`src/osd_pkg.sv`:
```
// Constants, register layout and carrier types for the oscillator
// select and clock divider block.
// Assumes a 16-bit register port in a single 125 MHz clock domain.

package osd_pkg;

	// ==========================================================
	// Register map
	localparam logic [3:0] OSD_ADDR_OSC_CTRL = 4'h0;
	localparam logic [3:0] OSD_ADDR_CLK_DIV = 4'h1;
	localparam logic [3:0] OSD_ADDR_STATUS = 4'h2;

	// oscillator_control field positions
	localparam int OSD_CUR_LSB = 12;
	localparam int OSD_NEW_LSB = 8;
	localparam int OSD_SEL_LOCK_BIT = 7;
	localparam int OSD_PIN_LOCK_BIT = 6;
	localparam int OSD_PLL_LOCK_BIT = 5;
	localparam int OSD_FAIL_BIT = 3;
	localparam int OSD_PRI_SLEEP_BIT = 2;
	localparam int OSD_SEC_EN_BIT = 1;
	localparam int OSD_SWITCH_BIT = 0;

	// clock_divider_control field positions
	localparam int OSD_ROI_BIT = 15;
	localparam int OSD_DOZE_LSB = 12;
	localparam int OSD_CPU_SLOWDOWN_ENABLE_BIT = 11;
	localparam int OSD_INTERNAL_RC_POSTSCALER_LSB = 8;
	localparam int OSD_SYSTEM_CLOCK_POSTSCALER_LSB = 6;
	localparam int OSD_PLL_ALWAYS_ON_BIT = 5;

	// Reset values and RC postscaler limits
	localparam logic [2:0] OSD_DOZE_RST = 3'h3;
	localparam logic [2:0] OSD_INTERNAL_RC_POSTSCALER_RST = 3'h1;
	localparam logic [2:0] OSD_INTERNAL_RC_POSTSCALER_MAX = 3'h7;
	localparam logic [7:0] OSD_INTERNAL_RC_POSTSCALER_DIV256 = 8'hff;

	// ==========================================================
	// Source encodings
	typedef enum logic [2:0] {
		OSD_SRC_FRC = 3'b000,
		OSD_SRC_FRC_PLL = 3'b001,
		OSD_SRC_PRI = 3'b010,
		OSD_SRC_PRI_PLL = 3'b011,
		OSD_SRC_SEC = 3'b100,
		OSD_SRC_LOW_POWER_INTERNAL_RC = 3'b101,
		OSD_SRC_RSVD = 3'b110,
		OSD_SRC_FRC_DIV = 3'b111
	} osd_src_t;

	// Primary oscillator modes
	typedef enum logic [1:0] {
		OSD_PRI_EXT = 2'b00,
		OSD_PRI_XTAL = 2'b01,
		OSD_PRI_HS = 2'b10,
		OSD_PRI_OFF = 2'b11
	} osd_pri_mode_t;

	// Switch sequencer
	typedef enum logic [1:0] {
		OSD_SW_IDLE = 2'b00,
		OSD_SW_WAIT = 2'b01,
		OSD_SW_DONE = 2'b10
	} osd_sw_state_t;

	// PLL start-up timer, in ns and in cycles at 8 ns
	localparam int OSD_CLK_NS = 8;
	localparam int OSD_PLL_START_NS = 2000;
	localparam int OSD_PLL_START_CYC = OSD_PLL_START_NS / OSD_CLK_NS;
	localparam int OSD_SWITCH_CYC = 4;

	// Configuration word fields
	typedef struct packed {
		logic [1:0] switch_monitor_config;
		osd_pri_mode_t primary_osc_mode_config;
		osd_src_t initial_osc_select_config;
		logic one_way_pinmap_lock_config;
	} osd_cfg_t;

	// Clock outputs to the analog and clock tree
	typedef struct packed {
		osd_src_t active_source;
		logic pll_enable;
		logic primary_run;
		logic secondary_enable;
		logic [2:0] cpu_ratio_log2;
		logic [7:0] rc_divisor_m1;
		logic [2:0] sys_divisor_m1;
		logic failsafe_clock_monitor;
		logic pin_mapping_lock;
	} osd_clk_ctl_t;

endpackage

```
`src/osd_clock_ctrl.sv`:
```
// Oscillator select and clock divider control: registers, switch
// sequencer, PLL lock timer and clock-tree control outputs.
// Assumes config word, unlock and event inputs are synchronous to sys_clk,
// and asynchronous analog indications arrive on pll_locked_async and
// clock_fail_async.
`timescale 1ns/1ps
`default_nettype none

module osd_clock_ctrl #(
	parameter int PLL_START_CYC = osd_pkg::OSD_PLL_START_CYC,
	parameter int SWITCH_CYC = osd_pkg::OSD_SWITCH_CYC
) (
	// Clock and reset
	input wire logic sys_clk,
	input wire logic resetn,
	// Non-volatile configuration
	input wire osd_pkg::osd_cfg_t cfg,
	// Register port
	input wire logic [3:0] reg_addr,
	input wire logic [15:0] reg_wdata,
	input wire logic reg_wr,
	input wire logic reg_rd,
	output logic [15:0] reg_rdata,
	// Unlock state of the control register and the pin map
	input wire logic osc_write_unlocked,
	input wire logic pinmap_unlocked,
	// System events
	input wire logic interrupt_event,
	input wire logic sleep_mode,
	input wire logic usb_enabled,
	input wire logic pll_locked_async,
	input wire logic clock_fail_async,
	// Clock tree control
	output osd_pkg::osd_clk_ctl_t clk_ctl
);

	// ==========================================================
	// State
	typedef struct packed {
		logic cfg_loaded;
		osd_pkg::osd_src_t cur_src;
		osd_pkg::osd_src_t new_src;
		logic sel_lock;
		logic pin_lock;
		logic pll_lock;
		logic clk_fail;
		logic pri_sleep_en;
		logic sec_en;
		logic sw_req;
		osd_pkg::osd_sw_state_t sw_state;
		logic [15:0] sw_cnt;
		logic [15:0] pll_cnt;
		logic recover_on_interrupt;
		logic [2:0] doze;
		logic cpu_slowdown_enable;
		logic [2:0] internal_rc_postscaler;
		logic [1:0] system_clock_postscaler;
		logic pll_always_on;
		logic [1:0] pll_sync;
		logic [1:0] fail_sync;
		logic [15:0] rdata;
		osd_pkg::osd_clk_ctl_t ctl;
	} osd_state_t;

	osd_state_t st_r;
	osd_state_t st_nxt;

	// ==========================================================
	// Helpers

	// True for sources that run through the PLL
	function automatic logic osd_is_pll(input osd_pkg::osd_src_t s);
		return (s == osd_pkg::OSD_SRC_PRI_PLL) ||
			(s == osd_pkg::OSD_SRC_FRC_PLL);
	endfunction

	// RC postscaler divisor minus one: 2^n, except 111 gives 256
	function automatic logic [7:0] osd_rc_div_m1(input logic [2:0] n);
		if (n == osd_pkg::OSD_INTERNAL_RC_POSTSCALER_MAX)
			return osd_pkg::OSD_INTERNAL_RC_POSTSCALER_DIV256;
		return 8'((9'h1 << n) - 9'h1);
	endfunction

	// Combined read-back images
	function automatic logic [15:0] osd_osc_img(input osd_state_t s);
		logic [15:0] v;
		v = 16'h0000;
		v[osd_pkg::OSD_CUR_LSB +: 3] = s.cur_src;
		v[osd_pkg::OSD_NEW_LSB +: 3] = s.new_src;
		v[osd_pkg::OSD_SEL_LOCK_BIT] = s.sel_lock;
		v[osd_pkg::OSD_PIN_LOCK_BIT] = s.pin_lock;
		v[osd_pkg::OSD_PLL_LOCK_BIT] = s.pll_lock;
		v[osd_pkg::OSD_FAIL_BIT] = s.clk_fail;
		v[osd_pkg::OSD_PRI_SLEEP_BIT] = s.pri_sleep_en;
		v[osd_pkg::OSD_SEC_EN_BIT] = s.sec_en;
		v[osd_pkg::OSD_SWITCH_BIT] = s.sw_req;
		return v;
	endfunction

	function automatic logic [15:0] osd_div_img(input osd_state_t s);
		logic [15:0] v;
		v = 16'h0000;
		v[osd_pkg::OSD_ROI_BIT] = s.recover_on_interrupt;
		v[osd_pkg::OSD_DOZE_LSB +: 3] = s.doze;
		v[osd_pkg::OSD_CPU_SLOWDOWN_ENABLE_BIT] = s.cpu_slowdown_enable;
		v[osd_pkg::OSD_INTERNAL_RC_POSTSCALER_LSB +: 3] = s.internal_rc_postscaler;
		v[osd_pkg::OSD_SYSTEM_CLOCK_POSTSCALER_LSB +: 2] = s.system_clock_postscaler;
		v[osd_pkg::OSD_PLL_ALWAYS_ON_BIT] = s.pll_always_on;
		return v;
	endfunction

	// ==========================================================
	// Derived configuration
	logic switch_allowed;
	logic monitor_on;
	logic sel_frozen;
	logic wr_osc;
	logic wr_div;
	logic pll_sync_q;
	logic fail_sync_q;
	logic pll_wanted;

	// Config bit decode
	always_comb
	begin
		switch_allowed = ~cfg.switch_monitor_config[1];
		monitor_on = (cfg.switch_monitor_config == 2'b00);
		// Lock only counts when the upper config bit is one
		sel_frozen = cfg.switch_monitor_config[1] & st_r.sel_lock;
		wr_osc = reg_wr && (reg_addr == osd_pkg::OSD_ADDR_OSC_CTRL) &&
			osc_write_unlocked;
		wr_div = reg_wr && (reg_addr == osd_pkg::OSD_ADDR_CLK_DIV);
		pll_sync_q = st_r.pll_sync[1];
		fail_sync_q = st_r.fail_sync[1];
		pll_wanted = st_r.pll_always_on | osd_is_pll(st_r.cur_src);
	end

	// ==========================================================
	// Next-state logic
	always_comb
	begin
		st_nxt = st_r;

		// Two-stage synchronisers for analog indications
		st_nxt.pll_sync = {st_r.pll_sync[0], pll_locked_async};
		st_nxt.fail_sync = {st_r.fail_sync[0], clock_fail_async};

		// First cycle after reset: take the power-on source from config
		if (!st_r.cfg_loaded)
		begin
			st_nxt.cfg_loaded = 1'b1;
			st_nxt.cur_src = cfg.initial_osc_select_config;
			st_nxt.new_src = cfg.initial_osc_select_config;
		end

		// oscillator_control writes
		if (wr_osc && st_r.cfg_loaded)
		begin
			if (!sel_frozen && st_r.sw_state == osd_pkg::OSD_SW_IDLE)
				st_nxt.new_src = osd_pkg::osd_src_t'(
					reg_wdata[osd_pkg::OSD_NEW_LSB +: 3]);
			// Selection lock is set-only
			if (reg_wdata[osd_pkg::OSD_SEL_LOCK_BIT])
				st_nxt.sel_lock = 1'b1;
			// Pin-map lock needs unlock; one-way config bars clearing
			if (pinmap_unlocked &&
				!(cfg.one_way_pinmap_lock_config && st_r.pin_lock))
				st_nxt.pin_lock = reg_wdata[osd_pkg::OSD_PIN_LOCK_BIT];
			// Clock-fail flag is clear-only
			if (!reg_wdata[osd_pkg::OSD_FAIL_BIT])
				st_nxt.clk_fail = 1'b0;
			st_nxt.pri_sleep_en = reg_wdata[osd_pkg::OSD_PRI_SLEEP_BIT];
			st_nxt.sec_en = reg_wdata[osd_pkg::OSD_SEC_EN_BIT];
			if (reg_wdata[osd_pkg::OSD_SWITCH_BIT] && switch_allowed &&
				!sel_frozen && st_r.sw_state == osd_pkg::OSD_SW_IDLE)
				st_nxt.sw_req = 1'b1;
		end

		// Monitor event wins over a software clear
		if (monitor_on && fail_sync_q)
			st_nxt.clk_fail = 1'b1;

		// clock_divider_control writes
		if (wr_div)
		begin
			st_nxt.recover_on_interrupt = reg_wdata[osd_pkg::OSD_ROI_BIT];
			st_nxt.doze = reg_wdata[osd_pkg::OSD_DOZE_LSB +: 3];
			st_nxt.cpu_slowdown_enable = reg_wdata[osd_pkg::OSD_CPU_SLOWDOWN_ENABLE_BIT];
			st_nxt.internal_rc_postscaler = reg_wdata[osd_pkg::OSD_INTERNAL_RC_POSTSCALER_LSB +: 3];
			st_nxt.system_clock_postscaler = reg_wdata[osd_pkg::OSD_SYSTEM_CLOCK_POSTSCALER_LSB +: 2];
			st_nxt.pll_always_on = reg_wdata[osd_pkg::OSD_PLL_ALWAYS_ON_BIT];
		end

		// Interrupt recovery wins over a write setting slowdown
		if (st_r.recover_on_interrupt && interrupt_event)
			st_nxt.cpu_slowdown_enable = 1'b0;

		// Switch sequencer: wait a fixed settle time, then commit
		case (st_r.sw_state)
			osd_pkg::OSD_SW_IDLE:
			begin
				if (st_r.sw_req)
				begin
					st_nxt.sw_state = osd_pkg::OSD_SW_WAIT;
					st_nxt.sw_cnt = 16'(SWITCH_CYC - 1);
					st_nxt.pll_lock = 1'b0;
				end
			end
			osd_pkg::OSD_SW_WAIT:
			begin
				if (st_r.sw_cnt == 16'h0000)
					st_nxt.sw_state = osd_pkg::OSD_SW_DONE;
				else
					st_nxt.sw_cnt = st_r.sw_cnt - 16'h0001;
			end
			osd_pkg::OSD_SW_DONE:
			begin
				st_nxt.cur_src = st_r.new_src;
				st_nxt.sw_req = 1'b0;
				st_nxt.sw_state = osd_pkg::OSD_SW_IDLE;
				st_nxt.pll_cnt = 16'(PLL_START_CYC);
			end
			default:
				st_nxt.sw_state = osd_pkg::OSD_SW_IDLE;
		endcase

		// PLL lock: locked or start-up timer expired, cleared otherwise
		if (st_r.sw_state != osd_pkg::OSD_SW_IDLE || st_r.sw_req)
			st_nxt.pll_lock = 1'b0;
		else if (!osd_is_pll(st_r.cur_src))
		begin
			st_nxt.pll_lock = 1'b0;
			st_nxt.pll_cnt = 16'(PLL_START_CYC);
		end
		else
		begin
			if (st_r.pll_cnt != 16'h0000)
				st_nxt.pll_cnt = st_r.pll_cnt - 16'h0001;
			st_nxt.pll_lock = pll_sync_q ||
				(st_r.pll_cnt == 16'h0000);
		end

		// Read data, valid the cycle after the strobe
		st_nxt.rdata = 16'h0000;
		if (reg_rd)
		begin
			case (reg_addr)
				osd_pkg::OSD_ADDR_OSC_CTRL:
					st_nxt.rdata = osd_osc_img(st_r);
				osd_pkg::OSD_ADDR_CLK_DIV:
					st_nxt.rdata = osd_div_img(st_r);
				osd_pkg::OSD_ADDR_STATUS:
					st_nxt.rdata = {8'h00, cfg.switch_monitor_config,
						cfg.primary_osc_mode_config, 1'b0,
						st_r.sw_state == osd_pkg::OSD_SW_IDLE,
						monitor_on, switch_allowed};
				default:
					st_nxt.rdata = 16'h0000;
			endcase
		end

		// Clock tree controls
		st_nxt.ctl.active_source = st_r.cur_src;
		st_nxt.ctl.pll_enable = pll_wanted;
		st_nxt.ctl.primary_run = (st_r.cur_src == osd_pkg::OSD_SRC_PRI ||
			st_r.cur_src == osd_pkg::OSD_SRC_PRI_PLL) &&
			(!sleep_mode || st_r.pri_sleep_en);
		st_nxt.ctl.secondary_enable = st_r.sec_en;
		st_nxt.ctl.cpu_ratio_log2 = st_r.cpu_slowdown_enable ? st_r.doze : 3'h0;
		st_nxt.ctl.rc_divisor_m1 = osd_rc_div_m1(st_r.internal_rc_postscaler);
		st_nxt.ctl.sys_divisor_m1 = 3'((4'h1 << st_r.system_clock_postscaler) - 4'h1);
		st_nxt.ctl.failsafe_clock_monitor = monitor_on;
		st_nxt.ctl.pin_mapping_lock = st_r.pin_lock;
		// With usb_enabled, codes 10/11 are not applied: sys_divisor_m1 keeps its value
		if (usb_enabled && st_r.system_clock_postscaler[1])
			st_nxt.ctl.sys_divisor_m1 = st_r.ctl.sys_divisor_m1;
	end

	// ==========================================================
	// State register
	always_ff @(posedge sys_clk or negedge resetn)
	begin
		if (!resetn)
		begin
			st_r <= '0;
			st_r.cur_src <= osd_pkg::OSD_SRC_FRC_DIV;
			st_r.new_src <= osd_pkg::OSD_SRC_FRC_DIV;
			st_r.doze <= osd_pkg::OSD_DOZE_RST;
			st_r.internal_rc_postscaler <= osd_pkg::OSD_INTERNAL_RC_POSTSCALER_RST;
			st_r.pll_cnt <= 16'(PLL_START_CYC);
			st_r.ctl.active_source <= osd_pkg::OSD_SRC_FRC_DIV;
			st_r.ctl.rc_divisor_m1 <= 8'h01;
		end
		else
			st_r <= st_nxt;
	end

	// Outputs straight from the state register
	assign reg_rdata = st_r.rdata;
	assign clk_ctl = st_r.ctl;

endmodule

`default_nettype wire

```
`config.mk`:
```
export PLATFORM = sky130hd
export DESIGN_NAME = osd_clock_ctrl
export DESIGN_NICKNAME = d
export VERILOG_FILES = /design/src/osd_pkg.sv /design/src/osd_clock_ctrl.sv
export SDC_FILE = /design/constraint.sdc
export NUM_CORES = 1
export LEC_CHECK = 0
export BUFFER_PORTS_ARGS = -buffer_cell sky130_fd_sc_hd__buf_2
export CAP_MARGIN = 5
export CORE_MARGIN = 4
export CORE_UTILIZATION = 56
export DETAILED_ROUTE_END_ITERATION = 16
export HOLD_SLACK_MARGIN = 0.08
export PLACE_DENSITY = 0.79
export RECOVER_POWER = 50
export SLEW_MARGIN = 20
export SYNTH_ARGS = -nofsm -noshare
export SYNTH_HDL_FRONTEND = slang
export SYNTH_SLANG_ARGS = --single-unit
export TNS_END_PERCENT = 20
```
`constraint.sdc`:
```
create_clock -name sys_clk -period 2.4 [get_ports sys_clk]
set_input_delay 0.48 -clock sys_clk [delete_from_list [all_inputs] [get_ports sys_clk]]
set_output_delay 0.48 -clock sys_clk [all_outputs]
set_load 0.01 [all_outputs]
```
==> results.txt, run 1 <==
Dpl cell area: 4980 µm²
Static Leak: 2.42 nW
Synth-to-layout area growth: 9.78%
Ys async rst share: 100%
Worst-Skew Late Latency: 0.37 ns
Synth Register Bits: 101
Net Sw Frac: 34.2%
CTS Buf Count: 9
DR DRC count: 0
Setup tns final: 0 ns
Vias in the first global route: 3441
Vias: 3399
Pin count of the biggest net entering global routing: 48
GRT Total Usage: 20.4%
Ports: 77
Worst Hold Depth: 1
Seq pwr share: 49.5%
Initial antenna violation count: 0
Ys flop type: dfrtp_1
Worst EP required: 2.66 ns
DRT Pass-1 Iters: 5
Final WL: 9730 µm
Crit Path Class: reg -> reg
Yosys top cell area share: 43.6%
Clock Pin Slew Worst Setup and Hold Paths: 0.09 ns
Largest fanout on the critical path: 11
TritonCTS clock tree: done
Core Region: 8220 µm²
Fin crit share: 89.9%
Initial core utilization: 57.3%
Max-Slew Margin vs Limit: 25.4%
Startpoint Class: flip-flop
Clock Path Buffers: 2
Setup Skew: 0.00751 ns
Critical Path Sink Type: flip-flop
First-pass GRT wire length: 16000 µm
Int Power: 3.06 mW
Routed len/inst: 16.2 µm
Final min period: 2.16 ns
ANT nets after route: 0
# rows: 33
Top post-synthesis cells by area: dfrtp_1, dfstp_2, buf_4, nor2_1, mux2_2
Run status: completed
Filler instances: 679
Port Buf Inserts: 75
Ant. Diodes: 0
Final setup fails: 0
Die Span X: 99.7 µm
Root Driver: clkbuf_8
Synth Instances: 447
Hold Slack: 0.212 ns
DIE AREA: 9940 µm²
Psw: 1.59 mW
Initial DRC count: 180
EDFF count, synth: 0
Syn nets: 491
Power per cell area: 900 nW/µm²
Nets: 535
Slew @ Worst Pin: 1.12 ns
Slew Limit Fails: 0
Vias per cell: 5.66
Maximum vdd drop: 0.473 mV
Synth unique cells: 50
Final Hold Vio Count: 0
Die Y-Extent: 99.7 µm
WP data arrival: 2.42 ns
Ys Warns: 0
Share of cells above drive strength 1: 28.0%
Sequential area share after synthesis: 54.2%
Post-Synthesis Cell Area: 4710 µm²
Gr ovfl total: 0
Comb pwr share: 25.8%
Max Clk Rate: 0.463 GHz
Synth Area per Inst: 10.5 µm²
Post-detail-place hpwl: 7200 µm
RSZ-0062 raised after global routing: no
CTS sink cnt: 101
GP Congestion: 0.883
Clock power share: 24.7%
Htree depth: 3
Synth area leader: dfrtp_1
Max-capacitance violation count: 0
Non-Filler Cell Area, Final: 5170 µm²
Worst reg-to-reg path cell count: 7
Worst Hold Class: in -> reg
[cells by family after synthesis]
| kind of cell | share of synthesized area (%) |
|---|---|
| fa+ha+maj | 1.33 |
| compound gates | 9.41 |
| flops | 54.2 |
| buf+inv | 8.35 |
| xor+xnor | 2.42 |
| other cells | 0.0797 |
| mux | 4.60 |
| simple gates | 19.6 |
[stage by stage]
step	instances	setup slack [ns]	utilization [%]	total power, mW
detailed placement	585	0.273	60.6	3.54
CTS	601	0.247	63.2	4.68
global route	601	0.153	62.9	4.92
global placement	585	0.284	60.6	3.45
finish	601	0.242	62.9	4.65
floorplan	447	0.482	-	3.20
[path summary, 6_finish.rpt]
check | from | to | slack, ns
worst max-delay path | st_r[54]$_DFF_PN1_ | st_r[64]$_DFF_PN0_ | 0.24
worst min-delay path | clock_fail_async | st_nxt[39]$_DFF_PN0_ | 0.21
worst max register to register | st_r[54]$_DFF_PN1_ | st_r[64]$_DFF_PN0_ | 0.24
worst min register to register | st_nxt[41]$_DFF_PN0_ | pll_sync_q$_DFF_PN0_ | 0.36
max in group asynchronous | resetn | clk_ctl[17]$_DFF_PN0_ | 0.79
min in group asynchronous | resetn | clk_ctl[9]$_DFF_PN0_ | 0.30
[final cells by class]
class | count | area (µm²) | area share (%)
repair buffers | 87 | 454 | 8.79
clock buffers | 10 | 138 | 2.66
well taps | 105 | 131 | 2.54
multi-input cells | 281 | 1780 | 34.4
flip-flops and latches | 101 | 2550 | 49.4
inverters | 11 | 41.3 | 0.799
clock inverters | 6 | 76.3 | 1.48
[cells in the mapped netlist, drive strengths merged, types with 6 or more instances]
cell type,n
dfrtp,82
nor2,50
buf,42
nand2,27
a21oi,23
dfstp,19
mux2,13
o21ai,13
clkbuf,12
nor3,12
or3,12
inv,11
nor2b,11
nor4,11
a22oi,9
nand3,9
nand4,8
mux2i,7
xor2,7
and2,6
xnor2,6
[placed cells by master, fill, tap and decap left out, types with 4 or more instances in the layout]
cell      netlist  routed
and3_1          5       5
ha_1            5       5
inv_1          11      11
nand2b_1        5       5
clkbuf_8        0      10
and2_1          6       5
o21ai_0        13      12
nor2_1         50      50
a22oi_1         9       9
xor2_1          7       7
nor2b_1        11      11
a21oi_1        23      23
buf_2           1      73
a31oi_1         4       4
dfrtp_1        82      82
buf_4          39       9
or3_1          12      12
nand2_1        27      27
nor3_1         12      12
nor4_1          7       6
nand4_1         8       8
nand3_1         9       9
mux2i_1         7       7
dfstp_1         0       4
nor4_2          3       4
xnor2_1         6       6
mux2_2         13      13
dfstp_2        19      15
[routing by layer]
metal	vias up	share of wire (%)	wire length, µm	global-route usage (%)
met5	-	0	0	0
li1	1615	-	-	-
met3	17	6.3	616	5.96
met4	0	1.2	114	6.09
met1	1667	41	4020	24.7
met2	100	51	4980	35.3
[power by group through the flow]
stage | Sequential (mW) | Combinational, mW | Clock (mW)
3_3_place_gp | 2.31 | 1.13 | 0
3_5_place_dp | 2.34 | 1.20 | 0
4_1_cts | 2.30 | 1.21 | 1.17
2_1_floorplan | 2.25 | 0.953 | 0
6_report | 2.30 | 1.20 | 1.15
5_1_grt | 2.35 | 1.34 | 1.23
[timing repair]
item                       CTS  global route
buffers inserted             0             0
hold buffers                 0             0
setup endpoints to repair    0             1
hold endpoints to repair     0             0
gates resized for setup      0             1
[worst max-delay path, cell delays in order (launching register included)]
cell	delay, ns
dfstp_2	0.56
inv_1	0.06
ha_1	0.17
nor3b_1	0.14
and4_1	0.34
or4_1	0.57
xor2_1	0.15
nor2_1	0.06
[flip-flops by register name, indices dropped and copies added (netlist names)]
signal       count
reg_rdata       16
fail_sync_q      1
st_nxt           7
clk_ctl         22
pll_sync_q       1
st_r            54
(Power assumes the default switching activity.)
==> run 2, diff against run 1 <==
- CORE_UTILIZATION: 56 -> 58
- CTS_BUF_LIST: default -> sky130_fd_sc_hd__clkbuf_8
- PLACE_DENSITY: 0.79 -> 0.82
==> results.txt, run 2 (synthesis results as in run 1) <==
Max-capacitance violation count: 0
Gr ovfl total: 0
Final min period: 2.20 ns
Comb pwr share: 25.7%
Run status: completed
Slew Limit Fails: 0
Worst Hold Class: in -> reg
Worst EP required: 2.70 ns
GRT Total Usage: 21.2%
Seq pwr share: 51.8%
Final setup fails: 0
Core Region: 7810 µm²
Maximum vdd drop: 0.328 mV
Net Sw Frac: 35.3%
Fin crit share: 91.5%
Htree depth: 3
Crit-path max cell delay: 0.58 ns
Power per cell area: 880 nW/µm²
Critical R2R Launch: st_r[60]$_DFF_PN1_
ANT nets after route: 0
Clock Path Buffers: 2
Worst-Skew Late Latency: 0.38 ns
# rows: 32
Critical Path Sink Type: flip-flop
Post-detail-place hpwl: 7050 µm
Most common cell after layout, fill and taps aside: dfrtp_1
Vias: 3409
Initial DRC count: 208
Vias in the first global route: 3417
WP data arrival: 2.49 ns
Most frequent cells in the layout: dfrtp_1, buf_2, nor2_1, nand2_1, a21oi_1
Initial core utilization: 60.3%
RSZ-0062 raised after global routing: no
CP Buf/Inv Count: 0
Int Power: 2.90 mW
Crit Path Class: reg -> reg
Die Y-Extent: 98.1 µm
Startpoint Class: flip-flop
GP Congestion: 0.878
Hold Path Origin: pll_locked_async
Die Span X: 98.1 µm
DRT Pass-1 Iters: 5
CP delay by family, top: simple AND/OR/NAND/NOR gates
TritonCTS clock tree: done
Final WL: 9650 µm
Root Driver: clkbuf_8
DR DRC count: 0
Max-Slew Margin vs Limit: 30.3%
Share of cells above drive strength 1: 27.3%
Port Buf Inserts: 75
CTS Buf Count: 9
Multi-input combinational cell area: 1780 µm²
Initial antenna violation count: 0
Register area: 2550 µm²
Ant. Diodes: 0
Slowest CP cell: nor4_1
Largest fanout on the critical path: 11
Psw: 1.59 mW
Clock Pin Slew Worst Setup and Hold Paths: 0.10 ns
Ports: 77
Vias per cell: 5.75
Nets: 530
First-pass GRT wire length: 16300 µm
Max Clk Rate: 0.456 GHz
Number of flip-flops in the largest register: 54
Final core occ: 65.3%
CTS sink cnt: 101
Static Leak: 2.37 nW
Biggest register: st_r
Routed len/inst: 16.3 µm
Worst Setup SP: st_r[60]$_DFF_PN1_
DIE AREA: 9620 µm²
Clock power share: 22.5%
Synth-to-layout area growth: 8.37%
Filler instances: 603
Crit path cell chain: nor4_1, and4_1, nor2_1, nand3_1, mux2i_1
Setup tns final: 0 ns
Pin count of the biggest net entering global routing: 47
Setup Skew: 0.0117 ns
Final Hold Vio Count: 0
Slew @ Worst Pin: 1.05 ns
run 2: what timing repair did:
action / CTS / global route
gates resized for setup: 0 / 1
setup buffers: 0 / 0
hold buffers: 0 / 0
setup endpoints to repair: 0 / 2
run 2: power by group through the flow:
stage	registers (mW)	clock network, mW	logic [mW]
after floorplan	2.25	0	0.953
after global placement	2.33	0	1.10
after detailed placement	2.35	0	1.16
after CTS	2.32	1.02	1.17
after global routing	2.38	1.09	1.31
final	2.32	1.01	1.16
run 2: routing by layer:
metal	GRT usage, %	up-vias	wire length, µm	share of wire [%]
li1	-	1602	-	-
met1	26.6	1679	3990	41
met2	35.4	111	4920	51
met3	4.93	17	580	6.0
met4	8.63	0	154	1.6
met5	0	-	0	0
run 2: cell type report:
cell class	count	area share [%]
repair buffers	82	8.24
multi-input cells	281	34.8
well taps	102	2.50
flip-flops and latches	101	50.0
clock inverters	7	1.20
clock buffers	9	2.43
inverters	11	0.809
run 2: path summary, 6_finish.rpt:
check                                         end  slack (ns)  depth (start not counted)
setup reg to reg               st_r[59]$_DFF_PN1_        0.20                          5
hold reg to reg              pll_sync_q$_DFF_PN0_        0.36                          0
setup / recovery               st_r[59]$_DFF_PN1_        0.20                          5
min in group asynchronous  reg_rdata[3]$_DFF_PN0_        0.27                          1
hold / removal               st_nxt[41]$_DFF_PN0_        0.20                          1
max in group asynchronous    st_r[70]$_DFFE_PN0P_        0.58                          2
run 2: metrics by stage:
stage	instances	total power, mW	instance area, µm²	hold slack [ns]	worst slack, ns
floorplan	447	3.20	4710	0.184	0.482
finish	593	4.49	5100	0.203	0.205
detailed placement	577	3.51	4940	0.336	0.245
global placement	577	3.43	4940	0.335	0.304
global route	593	4.78	5100	0.190	0.0325
CTS	593	4.51	5120	0.0994	0.201
run 2: worst register-to-register path, cell delays in order (launching register included):
cell and delay [ns]:
dfstp_2 0.41, nor4_1 0.58, and4_1 0.57, nor2_1 0.19, nand3_1 0.16, mux2i_1 0.21
